<file path="config.mk">
export PLATFORM = sky130hd
export DESIGN_NAME = mies_exec
export DESIGN_NICKNAME = d
export VERILOG_FILES = /design/src/hdl/mies_pkg.sv /design/src/hdl/mies_exec.sv
export VERILOG_INCLUDE_DIRS = /design/src /design/src/hdl
export SDC_FILE = /design/constraint.sdc
export NUM_CORES = 1
export LEC_CHECK = 0
export BUFFER_PORTS_ARGS = -buffer_cell sky130_fd_sc_hd__buf_2
export CELL_PAD_IN_SITES_DETAIL_PLACEMENT = 0
export CELL_PAD_IN_SITES_GLOBAL_PLACEMENT = 1
export CORE_ASPECT_RATIO = 0.7
export CORE_MARGIN = 3
export CORE_UTILIZATION = 25
export CTS_CLUSTER_DIAMETER = 150
export CTS_CLUSTER_SIZE = 8
export DETAILED_ROUTE_END_ITERATION = 16
export PLACE_DENSITY = 0.56
export SETUP_SLACK_MARGIN = 0.15
export SYNTH_ARGS = -nofsm -noshare
export SYNTH_HDL_FRONTEND = slang
export SYNTH_SLANG_ARGS = --single-unit
</file>
<file path="constraint.sdc">
create_clock -name mclk -period 5.13 [get_ports mclk]
set_input_delay 0.513 -clock mclk [delete_from_list [all_inputs] [get_ports mclk]]
set_output_delay 0.513 -clock mclk [all_outputs]
set_load 0.1 [all_outputs]
</file>
<file path="src/hdl/mies_defines.svh">
// Constants for the instruction execution block: encodings, reset values and sizes.
`ifndef MIES_DEFINES_SVH
`define MIES_DEFINES_SVH

`define MIES_OP_IDLE        13'h0000
`define MIES_OP_OPTION      13'h0002
`define MIES_OP_SLEEP       13'h0003
`define MIES_OP_RETURN      13'h000c
`define MIES_OP_IRQ_RETURN  13'h000d

`define MIES_LIT_RET        5'h1a
`define MIES_LIT_SUB        5'h1b
`define MIES_LIT_XOR        5'h1c
`define MIES_LIT_OPC_MSB    12
`define MIES_LIT_OPC_LSB    8

`define MIES_REG_RL         6'h14
`define MIES_REG_RR         6'h15
`define MIES_REG_SBC        6'h16
`define MIES_REG_SUB        6'h17
`define MIES_REG_SWAP       6'h18
`define MIES_REG_XOR        6'h19
`define MIES_REG_OPC_MSB    12
`define MIES_REG_OPC_LSB    7
`define MIES_DEST_BIT       6
`define MIES_FADDR_MSB      5
`define MIES_LIT_MSB        7

`define MIES_PC_RST         10'h000
`define MIES_WREG_RST       8'h00
`define MIES_OPTION_RST     8'hff
`define MIES_FLAGS_RST      6'h18
`define MIES_STACK_DEPTH    5
`define MIES_SP_LAST        3'h4

`endif

</file>
<file path="src/hdl/mies_pkg.sv">
// Types shared by the instruction execution block and its surroundings.
package mies_pkg;

   typedef enum logic [1:0] {
      mies_run,
      mies_flush,
      mies_sleep
   } mies_state_t;

   typedef struct packed {
      logic       global_irq_enable;
      logic       watchdog_expiry_flag;
      logic       sleep_entry_flag;
      logic       zero;
      logic       half_carry_flag;
      logic       carry;
   } mies_flags_t;

   typedef struct packed {
      logic       we;
      logic [5:0] addr;
      logic [7:0] data;
   } mies_fwr_t;

endpackage

</file>
<file path="src/hdl/mies_exec.sv">
// Execution unit for the no-op, setup, return, rotate, sleep, subtract, swap and xor instructions.
`timescale 1ns/1ps
`include "mies_defines.svh"

// Behaviour
// (RULE1) Setup op copies working register, flags untouched.
// (RULE2) Irq return pops pc, sets irq enable.
// (RULE3) Literal return loads literal, pops pc, two cycles.
// (RULE4) Plain return pops pc, two cycles, flags kept.
// (RULE5) Rotate left through carry.
// (RULE6) Rotate right through carry.
// (RULE7) Destination bit picks working or file register.
// (RULE8) Sleep clears watchdog counter and prescaler.
// (RULE9) Sleep sets expiry flag, clears entry flag, halts.
// (RULE10) Borrow subtract: file plus inverted working plus carry.
// (RULE11) File minus working, flags, destination honoured.
// (RULE12) Literal minus working into working register.
// (RULE13) Nibble exchange, flags untouched.
// (RULE14) Register xor, destination routed, zero only.
// (RULE15) Literal xor into working register, zero only.
// (RULE16) Returns discard prefetched word with idle cycle.
// (RULE17) Idle op changes nothing but pc increment.
module mies_exec (
   input  wire logic                  mclk,
   input  wire logic                  rst_b,
   input  wire logic                  instr_valid,
   input  wire logic [12:0]           instr,
   input  wire logic [7:0]            file_rdata,
   input  wire logic                  wake_req,
   input  wire logic                  stack_push,
   input  wire logic [9:0]            stack_push_addr,
   output logic [9:0]                 pc,
   output logic                       instr_ready,
   output logic [5:0]                 file_raddr,
   output mies_pkg::mies_fwr_t        file_wr,
   output logic [7:0]                 working_register,
   output mies_pkg::mies_flags_t      flags,
   output logic [7:0]                 option_setup,
   output logic                       watchdog_clear,
   output logic                       sleep_mode,
   output logic                       unknown_op
);

   mies_pkg::mies_state_t  state;
   mies_pkg::mies_state_t  next_state;

   logic [9:0]             next_pc;
   logic [7:0]             next_working_register;
   mies_pkg::mies_flags_t  next_flags;
   logic [7:0]             next_option_setup;
   mies_pkg::mies_fwr_t    next_file_wr;
   logic                   next_watchdog_clear;
   logic                   next_unknown_op;

   // Five entries used as a ring: a sixth push silently overwrites the oldest one.
   logic [9:0]             stack [0:`MIES_STACK_DEPTH-1];
   logic [9:0]             next_stack [0:`MIES_STACK_DEPTH-1];
   logic [2:0]             sp;
   logic [2:0]             next_sp;
   logic [2:0]             pop_index;

   logic                   take;
   logic                   dest;
   logic [7:0]             lit;
   logic [4:0]             lit_opc;
   logic [5:0]             reg_opc;

   logic [7:0]             sub_a;
   logic                   sub_cin;
   logic [8:0]             sub_sum;
   logic [4:0]             sub_low;

   logic [7:0]             result;
   logic                   result_valid;

   // The fetch side must hold the word steady while this is low.
   assign instr_ready = (state == mies_pkg::mies_run);
   // A word and a push may meet in one cycle: the take wins and the push is lost.
   assign take        = instr_ready & instr_valid;
   assign sleep_mode  = (state == mies_pkg::mies_sleep);
   // Field slices are fixed wiring; the opcode compares below decide which of them count.
   assign file_raddr  = instr[`MIES_FADDR_MSB:0];
   assign dest        = instr[`MIES_DEST_BIT];
   assign lit         = instr[`MIES_LIT_MSB:0];
   assign lit_opc     = instr[`MIES_LIT_OPC_MSB:`MIES_LIT_OPC_LSB];
   assign reg_opc     = instr[`MIES_REG_OPC_MSB:`MIES_REG_OPC_LSB];
   // The pointer names the next free entry, so a pop reads the one below it, wrapping at zero.
   assign pop_index   = (sp == 3'h0) ? `MIES_SP_LAST : sp - 3'h1;

   // One shared adder serves all three subtract forms; a minus b is a plus not b plus one.
   // Carry reads 1 when no borrow occurred, and the low-nibble sum gives the half carry.
   always_comb
   begin
      sub_a   = file_rdata;
      sub_cin = 1'b1;
      if (lit_opc == `MIES_LIT_SUB)
      begin
         sub_a = lit;                                                // RULE12
      end
      else if (reg_opc == `MIES_REG_SBC)
      begin
         // The borrow form feeds the current carry in place of the fixed one.
         sub_cin = flags.carry;                                      // RULE10
      end
      sub_sum = {1'b0, sub_a} + {1'b0, ~working_register} + {8'h00, sub_cin};
      sub_low = {1'b0, sub_a[3:0]} + {1'b0, ~working_register[3:0]} + {4'h0, sub_cin};
   end

   // Next values of every register of the unit; the clocked process below only stores them.
   always_comb
   begin
      next_state            = state;
      next_pc               = pc;
      next_working_register = working_register;
      next_flags            = flags;
      next_option_setup     = option_setup;
      next_file_wr          = '0;
      next_watchdog_clear   = 1'b0;
      next_unknown_op       = 1'b0;
      next_sp               = sp;
      result                = 8'h00;
      result_valid          = 1'b0;
      for (int i = 0; i < `MIES_STACK_DEPTH; i++)
      begin
         next_stack[i] = stack[i];
      end

      case (state)
         mies_pkg::mies_run:
         begin
            if (take)
            begin
               next_pc = pc + 10'h001;                               // RULE17
               if (instr == `MIES_OP_IDLE)
               begin
                  // The idle word takes the plain increment and nothing else.
                  next_pc = pc + 10'h001;                            // RULE17
               end
               else if (instr == `MIES_OP_OPTION)
               begin
                  // Flags keep their default here, so the setup copy leaves them alone.
                  next_option_setup = working_register;              // RULE1
               end
               else if (instr == `MIES_OP_SLEEP)
               begin
                  next_watchdog_clear             = 1'b1;            // RULE8
                  next_flags.watchdog_expiry_flag = 1'b1;            // RULE9
                  next_flags.sleep_entry_flag     = 1'b0;            // RULE9
                  // The pc already points past the sleep word, so a wake resumes at the next one.
                  next_state                      = mies_pkg::mies_sleep;
               end
               else if (instr == `MIES_OP_RETURN || instr == `MIES_OP_IRQ_RETURN
                        || lit_opc == `MIES_LIT_RET)
               begin
                  // The popped address loads now; the flush state then drops the word already fetched.
                  next_pc    = stack[pop_index];                     // RULE4
                  next_sp    = pop_index;
                  next_state = mies_pkg::mies_flush;                 // RULE16
                  if (instr == `MIES_OP_IRQ_RETURN)
                  begin
                     next_flags.global_irq_enable = 1'b1;            // RULE2
                  end
                  else if (lit_opc == `MIES_LIT_RET)
                  begin
                     next_working_register = lit;                    // RULE3
                  end
               end
               else if (lit_opc == `MIES_LIT_SUB)
               begin
                  next_working_register      = sub_sum[7:0];         // RULE12
                  next_flags.carry           = sub_sum[8];
                  next_flags.half_carry_flag = sub_low[4];
                  next_flags.zero            = (sub_sum[7:0] == 8'h00);
               end
               else if (lit_opc == `MIES_LIT_XOR)
               begin
                  next_working_register = working_register ^ lit;    // RULE15
                  next_flags.zero       = ((working_register ^ lit) == 8'h00);
               end
               else if (reg_opc == `MIES_REG_RL)
               begin
                  result           = {file_rdata[6:0], flags.carry}; // RULE5
                  next_flags.carry = file_rdata[7];
                  result_valid     = 1'b1;
               end
               else if (reg_opc == `MIES_REG_RR)
               begin
                  result           = {flags.carry, file_rdata[7:1]}; // RULE6
                  next_flags.carry = file_rdata[0];
                  result_valid     = 1'b1;
               end
               else if (reg_opc == `MIES_REG_SBC || reg_opc == `MIES_REG_SUB)
               begin
                  result                     = sub_sum[7:0];         // RULE10 RULE11
                  next_flags.carry           = sub_sum[8];
                  next_flags.half_carry_flag = sub_low[4];
                  next_flags.zero            = (sub_sum[7:0] == 8'h00);
                  result_valid               = 1'b1;
               end
               else if (reg_opc == `MIES_REG_SWAP)
               begin
                  result       = {file_rdata[3:0], file_rdata[7:4]}; // RULE13
                  result_valid = 1'b1;
               end
               else if (reg_opc == `MIES_REG_XOR)
               begin
                  result          = working_register ^ file_rdata;   // RULE14
                  next_flags.zero = (result == 8'h00);
                  result_valid    = 1'b1;
               end
               else
               begin
                  // Words outside this subset belong to other units; here they advance pc and raise unknown_op.
                  next_unknown_op = 1'b1;
               end

               // File writes leave through a register and land one cycle after the take, so the
               // fetch side must not read the same register back in the very next cycle.
               if (result_valid)
               begin
                  if (dest)
                  begin
                     next_file_wr.we   = 1'b1;                       // RULE7
                     next_file_wr.addr = file_raddr;
                     next_file_wr.data = result;
                  end
                  else
                  begin
                     next_working_register = result;                 // RULE7
                  end
               end
            end
            else if (stack_push)
            begin
               // Calls are decoded elsewhere and only stall-free cycles may push.
               next_stack[sp] = stack_push_addr;
               next_sp        = (sp == `MIES_SP_LAST) ? 3'h0 : sp + 3'h1;
            end
         end

         mies_pkg::mies_flush:
         begin
            // The word fetched alongside the return is dropped here.
            next_state = mies_pkg::mies_run;                         // RULE16
         end

         mies_pkg::mies_sleep:
         begin
            // Sleep ignores both words and pushes; only wake_req leaves it.
            if (wake_req)
            begin
               next_state = mies_pkg::mies_run;                      // RULE9
            end
         end

         default:
         begin
            // An unused state code falls back to run rather than locking the unit up.
            next_state = mies_pkg::mies_run;
         end
      endcase
   end

   // Registers only; every decision is taken in the process above.
   always_ff @(posedge mclk or negedge rst_b)
   begin
      if (!rst_b)
      begin
         state                      <= mies_pkg::mies_run;
         pc                         <= `MIES_PC_RST;
         working_register           <= `MIES_WREG_RST;
         // Both power status flags come up set, as after a cold start.
         flags                      <= `MIES_FLAGS_RST;
         option_setup               <= `MIES_OPTION_RST;
         file_wr                    <= '0;
         watchdog_clear             <= 1'b0;
         unknown_op                 <= 1'b0;
         sp                         <= 3'h0;

         for (int i = 0; i < `MIES_STACK_DEPTH; i++)
         begin
            stack[i] <= `MIES_PC_RST;
         end
      end
      else
      begin
         state            <= next_state;
         pc               <= next_pc;
         working_register <= next_working_register;
         flags            <= next_flags;
         option_setup     <= next_option_setup;
         file_wr          <= next_file_wr;
         watchdog_clear   <= next_watchdog_clear;
         unknown_op       <= next_unknown_op;
         sp               <= next_sp;

         for (int i = 0; i < `MIES_STACK_DEPTH; i++)
         begin
            stack[i] <= next_stack[i];
         end
      end
   end

endmodule

</file>
==> flow_summary_export.csv, run 1 <==
group,metric,value,unit
sta,fin_worst_skew,0.0128,ns
critical_path,end_kind,"flop",
critical_path,r2r_start,"sp[0]$_DFFE_PN0P_",
floorplan,die_x,193,um
route,ant_nets,0,
critical_path,critPathKind,"input pin to flop",
clocking,root_buffer,"clkbuf_16",
synth,netlist_instances,618,
power,p_leak,3.18,nW
flow_run,max-cap-violations,0,
synth,synth_nets,668,
sta,finalSetupViolCount,0,
route,vias,5165,
sta,worst_pin_slew,1.13,ns
synth,synth-edff-count,0,
sta,holdWs,0.315,ns
clocking,cts_buffers,9,
floorplan,io_pins,93,
sta,maxSlewHeadroom,24.2,%
route,routed_via_density,5.11,
clocking,cts_max_level,3,
sta,min_period,3.46,ns
place,gp_routability_congestion,0.933,
critical_path,crit_start,"instr[9]",
hold_path,holdCritPathClass,"input pin to async pin",
synth,synth-simple-area-share,17.3,%
final_layout,layout_commonest_cell,"dfrtp_1",
critical_path,critical_path_peak_fanout,16,
power,power-per-cell-area,525,nW/um^2
synth,synth_top_family_by_area,"simple AND/OR/NAND/NOR gates",
synth,syn_avg_cell_area,9.89,um^2
synth,syn-cell-area,6110,um^2
clocking,cts_tree,"yes",
final_layout,drive_above_1_share,29.2,%
synth,ys.flop_type,"dfrtp_1",
clocking,clk_pin_slew,0.08,ns
route,first_iter_violations,453,
sta,fin_ws,1.67,ns
synth,synthArstFlopShare,100,%
power,ir_worst_vdd,0.000222,V
route,routed_wl,20700,um
grt,antenna_found_initial,2,
route,first_pass_iters,5,
outcome,outcome,"finished, final reports clean",
grt,track_usage,16.1,%
sta,rsz0062_at_grt,"no",
clocking,ctsResizeCount,0,
clocking,cts_sinks,103,
clocking,ctsHoldBuffers,0,
critical_path,cp_data_arrival_time,3.71,ns
critical_path,startpoint_type,"input pin",
grt,grt-ovfl-total,0,
final_layout,layout_common_cells,"dfrtp_1 (94), buf_2 (90), nand2_1 (71), mux2_2 (61), o21ai_0 (40)",
synth,synth_compound_area_share,14.4,%
clocking,cts_post_setup_buffers_inserted,0,
sta,timing.fmax,0.289,GHz
floorplan,die-area,26400,um^2
place,hpwl,15300,um
route,drc,0,
synth,synth-xor-area-share,2.72,%
grt,grt_pass1_vias,5164,
grt,grt_max_degree,78,
final_layout,fin_util,29.9,%
synth,synth_mux_area_share,15.8,%
clocking,cts_max_path_buffers,2,
grt,grt_pass1_wl,31800,um
sta,setup_tns,0,ns
sta,hold_violations,0,
synth,synth.ff_latch_count,103,
synth,synth.distinct_cells,69,
floorplan,start_util,25.7,%
synth,synth_warnings,0,
floorplan,rows,47,
sta,timing.final.crit_share,67.4,%
power,total_power,3.74,mW
final_layout,nets,737,
clocking,worstSkewPairLatency,0.37,ns
synth,ys_seq_area_share,42.4,%
place,place_ws,1.38,ns
floorplan,core,23800,um^2
critical_path,cp.required,5.39,ns
final_layout,area_growth,16.7,%
route,routedWlPerCell,20.5,um
place,io_buffer_count,91,
floorplan,die_height,137,um
synth,synth_adder_area_share,3.11,%
sta,finalMaxSlewViolations,0,
-- cells by family after synthesis --
logic type | count (synthesis)
AND/OR/NAND/NOR | 205
other | 1
XOR/XNOR | 19
flip-flops | 103
AO/OA/AOI/OAI | 138
adder cells (fa/ha/maj) | 14
buffers and inverters | 58
multiplexers | 80
-- metal layers --
layer | track usage [%] | part of all wire, % | vias to the layer above
met2 | 21.8 | 40 | 196
met3 | 4.05 | 6.9 | 33
met5 | 0 | 0 | -
li1 | - | - | 2369
met4 | 4.81 | 2.0 | 0
met1 | 24.6 | 51 | 2567
-- synthesized netlist by cell type (all sizes together) (7+ instances only) --
library cell	number	share of area [%]
a21oi	36	3.0
and2	11	1.1
buf	12	1.4
clkbuf	26	1.6
dfrtp	94	39
dfstp	9	3.9
ha	12	2.5
inv	19	1.2
mux2	61	11
mux2i	12	2.0
mux4	7	2.6
nand2	72	4.5
nand2b	7	0.72
nand3	17	1.4
nor2	39	2.4
nor2b	8	0.82
nor3	12	1.4
nor4	9	1.2
o21ai	41	3.4
xor2	17	2.4
-- area by class of cell --
class,count,area (um^2)
multi-input cells,457,3270
clock inverters,5,58.8
well taps,318,398
fillers,2470,16700
flip-flops and latches,103,2590
clock buffers,10,239
inverters,20,75.1
diodes,2,5.00
repair buffers,96,495
-- worst max-delay path, cell delays in order --
cell	delay, ns
buf_2	0.17
nor2b_1	0.26
nand3_1	0.10
buf_4	0.21
mux2i_1	0.15
fa_1	0.43
fa_1	0.40
nand2b_1	0.20
a211oi_1	0.39
o21ai_0	0.14
a21oi_1	0.29
o21ai_0	0.15
a221oi_1	0.29
-- worst paths after layout --
check | end | slack, ns | depth (start not counted)
worst max-delay path | working_register[6]$_DFFE_PN0P_ | 1.67 | 13
worst min-delay path | stack[34]$_DFFE_PN0P_ | 0.31 | 1
worst max register to register | pc[7]$_DFFE_PN0P_ | 1.95 | 8
worst min register to register | flags[5]$_DFFE_PN0P_ | 0.49 | 1
max in group asynchronous | option_setup[6]$_DFFE_PN1P_ | 3.78 | 2
min in group mclk | state[1]$_DFFE_PN0P_ | 0.35 | 2
-- where the power goes --
part | switching [mW] | internal, mW
clock | 0.327 | 0.389
combinational | 1.15 | 0.582
sequential | 0.228 | 1.07
total | 1.70 | 2.04
-- state kept, by name, summed over array words and instances (netlist names) --
name / cells
sp: 3
watchdog_clear: 1
unknown_op: 1
file_wr: 15
pc: 10
option_setup: 8
flags: 5
state: 2
stack: 50
working_register: 8
-- per-stage QoR --
step	std cells	cell area (um^2)
3_5_place_dp	994	6830
6_report	1011	7130
5_1_grt	1010	7130
2_1_floorplan	618	6110
4_1_cts	1009	7130
3_3_place_gp	994	6830
(Power assumes the default switching activity.)
==> run 2, diff against run 1 <==
==> constraint.sdc (replaced) <==
create_clock -name mclk -period 3.2 [get_ports mclk]
set_input_delay 0.32 -clock mclk [delete_from_list [all_inputs] [get_ports mclk]]
set_output_delay 0.32 -clock mclk [all_outputs]
set_load 0.1 [all_outputs]
==> flow_summary_export.csv, run 2 (synthesis gave the netlist of run 1 again) <==
group,metric,value,unit
floorplan,die_x,193,um
critical_path,crit_slowest_cell,"a222oi_1",
sta,holdWs,0.146,ns
sta,fin_ws,0.351,ns
critical_path,worstReg2RegEnd,"pc[4]$_DFFE_PN0P_",
route,routed_wl,21600,um
final_layout,nets,770,
route,drc,0,
final_layout,drive_above_1_share,33.1,%
critical_path,path_cells,"buf_2 > nor2b_2 > and3_1 > nand2b_1 > nor3_1 > fa_2 > fa_1 > xor2_1 > mux2i_1 > a222oi_1 > o22ai_1 > a311oi_1 > o21ai_0",
final_layout,nFillCells,2478,
power,ir_worst_vdd,0.000285,V
floorplan,io_pins,93,
grt,antenna_found_initial,0,
sta,rsz0062_at_grt,"no",
flow_run,max-cap-violations,0,
floorplan,die-area,26400,um^2
power,p_sw,2.80,mW
sta,hold_violations,0,
power,p_leak,3.35,nW
final_layout,diodes,0,
sta,timing.final.crit_share,89.0,%
clocking,cts_sinks,103,
place,place_ws,0.00567,ns
floorplan,rows,47,
clocking,root_buffer,"clkbuf_16",
final_layout,fin_util,31.1,%
critical_path,cp.required,3.41,ns
sta,setup_tns,0,ns
clocking,cts_post_setup_buffers_inserted,0,
sta,finalMaxSlewViolations,0,
route,first_iter_violations,577,
critical_path,max_stage_delay,0.46,ns
critical_path,end_kind,"flop",
critical_path,reg2reg_depth,10,
clocking,clk_pin_slew,0.08,ns
sta,finalSetupViolCount,0,
power,clkPwrFrac,18.1,%
clocking,cts_max_path_buffers,2,
power,p_seq_share,33.8,%
floorplan,die_height,137,um
route,routed_via_density,5.13,
outcome,outcome,"finished, final reports clean",
power,intPower,3.27,mW
hold_path,hp-start,"wake_req",
route,first_pass_iters,7,
critical_path,crit_start,"instr[9]",
power,netSwitchingFraction,46.1,%
critical_path,critical-path-top-delay-family,"compound AO/OA/AOI/OAI gates",
critical_path,critPathKind,"input pin to flop",
clocking,cts_tree,"yes",
place,hpwl,16700,um
final_layout,reg_top3,"stack (50), file_wr (15), pc (10)",
sta,min_period,2.85,ns
power,total_power,6.07,mW
critical_path,cp_data_arrival_time,3.06,ns
grt,grt_max_degree,78,
route,vias,5351,
hold_path,holdCritPathClass,"input pin to flop",
floorplan,start_util,25.7,%
critical_path,r2r_start,"sp[0]$_DFFE_PN0P_",
final_layout,largest_register_ffs,50,
grt,grt-ovfl-total,0,
power,comb_power_share,48.2,%
grt,grt_pass1_vias,5265,
final_layout,top_register,"stack",
clocking,worstSkewPairLatency,0.36,ns
critical_path,startpoint_type,"input pin",
critical_path,critical_path_peak_fanout,4,
place,io_buffer_count,91,
critical_path,path_buf_inv,1,
sta,fin_worst_skew,0.00902,ns
final_layout,layout_common_cells,"dfrtp_1 (94), buf_2 (90), nand2_1 (71), mux2_2 (61), o21ai_0 (40)",
clocking,cts_buffers,9,
grt,track_usage,16.6,%
critical_path,path_depth,13,
clocking,cts_max_level,3,
grt,grt_pass1_wl,32800,um
route,routedWlPerCell,20.7,um
place,gp_routability_congestion,0.931,
sta,worst_pin_slew,0.836,ns
power,power-per-cell-area,820,nW/um^2
sta,timing.fmax,0.351,GHz
critical_path,reg2reg_setup_slack,0.39,ns
critical_path,cp-endpoint,"working_register[2]$_DFFE_PN0P_",
final_layout,layout_commonest_cell,"dfrtp_1",
final_layout,area_growth,21.1,%
sta,maxSlewHeadroom,43.8,%
route,ant_nets,0,
floorplan,core,23800,um^2
run 2: cell type report:
type	instances	area, um^2	share of cell area (%)
Inverter	20	75.1	1.01
Timing Repair Buffer	129	758	10.3
Clock buffer	9	225	3.04
Sequential cell	103	2590	35.0
Tap cell	318	398	5.38
Multi-Input combinational cell	457	3290	44.5
Clock inverter	7	63.8	0.863
run 2: per-stage QoR:
stage / instance area, um^2 / cells
floorplan: 6140 / 618
global placement: 7090 / 1026
detailed placement: 7090 / 1026
CTS: 7390 / 1043
global route: 7400 / 1043
finish: 7400 / 1043
run 2: how the worst min path moves through the flow:
stage | endpoint | slack (ns) | cells past startpoint
floorplan | file_wr[0]$_DFF_PN0_ | 0.02 | 0
global placement | stack[44]$_DFFE_PN0P_ | 0.27 | 1
detailed placement | stack[44]$_DFFE_PN0P_ | 0.28 | 1
CTS | state[1]$_DFFE_PN0P_ | 0.12 | 2
global route | state[1]$_DFFE_PN0P_ | 0.14 | 2
finish | state[1]$_DFFE_PN0P_ | 0.15 | 2
run 2: power by group through the flow:
stage / Combinational [mW] / Sequential [mW] / Clock (mW)
after floorplan: 1.52 / 2.65 / 0
final: 2.92 / 2.05 / 1.10
after global routing: 3.14 / 2.10 / 1.19
after global placement: 2.88 / 2.05 / 0
after detailed placement: 2.91 / 2.07 / 0
after CTS: 2.92 / 2.05 / 1.14
run 2: routing by layer:
metal | GRT usage, % | share of wire (%) | vias to the layer above
met5 | 0 | 0 | -
met4 | 3.28 | 1.3 | 0
met3 | 5.30 | 9.4 | 18
met2 | 21.5 | 38 | 230
met1 | 26.3 | 51 | 2674
li1 | - | - | 2429
run 2: timing repair:
action                                  4_1_cts  5_1_grt
endpoints found under the setup margin        0        1
resized for setup                             0        1
endpoints found under the hold margin        26        0
hold buffers                                  1        0
run 2: worst register-to-register path, stage by stage, from the launching register on:
cell and delay (ns):
dfrtp_1 0.53, inv_1 0.16, ha_1 0.29, ha_1 0.25, nor2_2 0.20, buf_4 0.27
mux4_2 0.55, nand2_1 0.08, o21ai_0 0.10, a21oi_1 0.16, o21ai_0 0.10
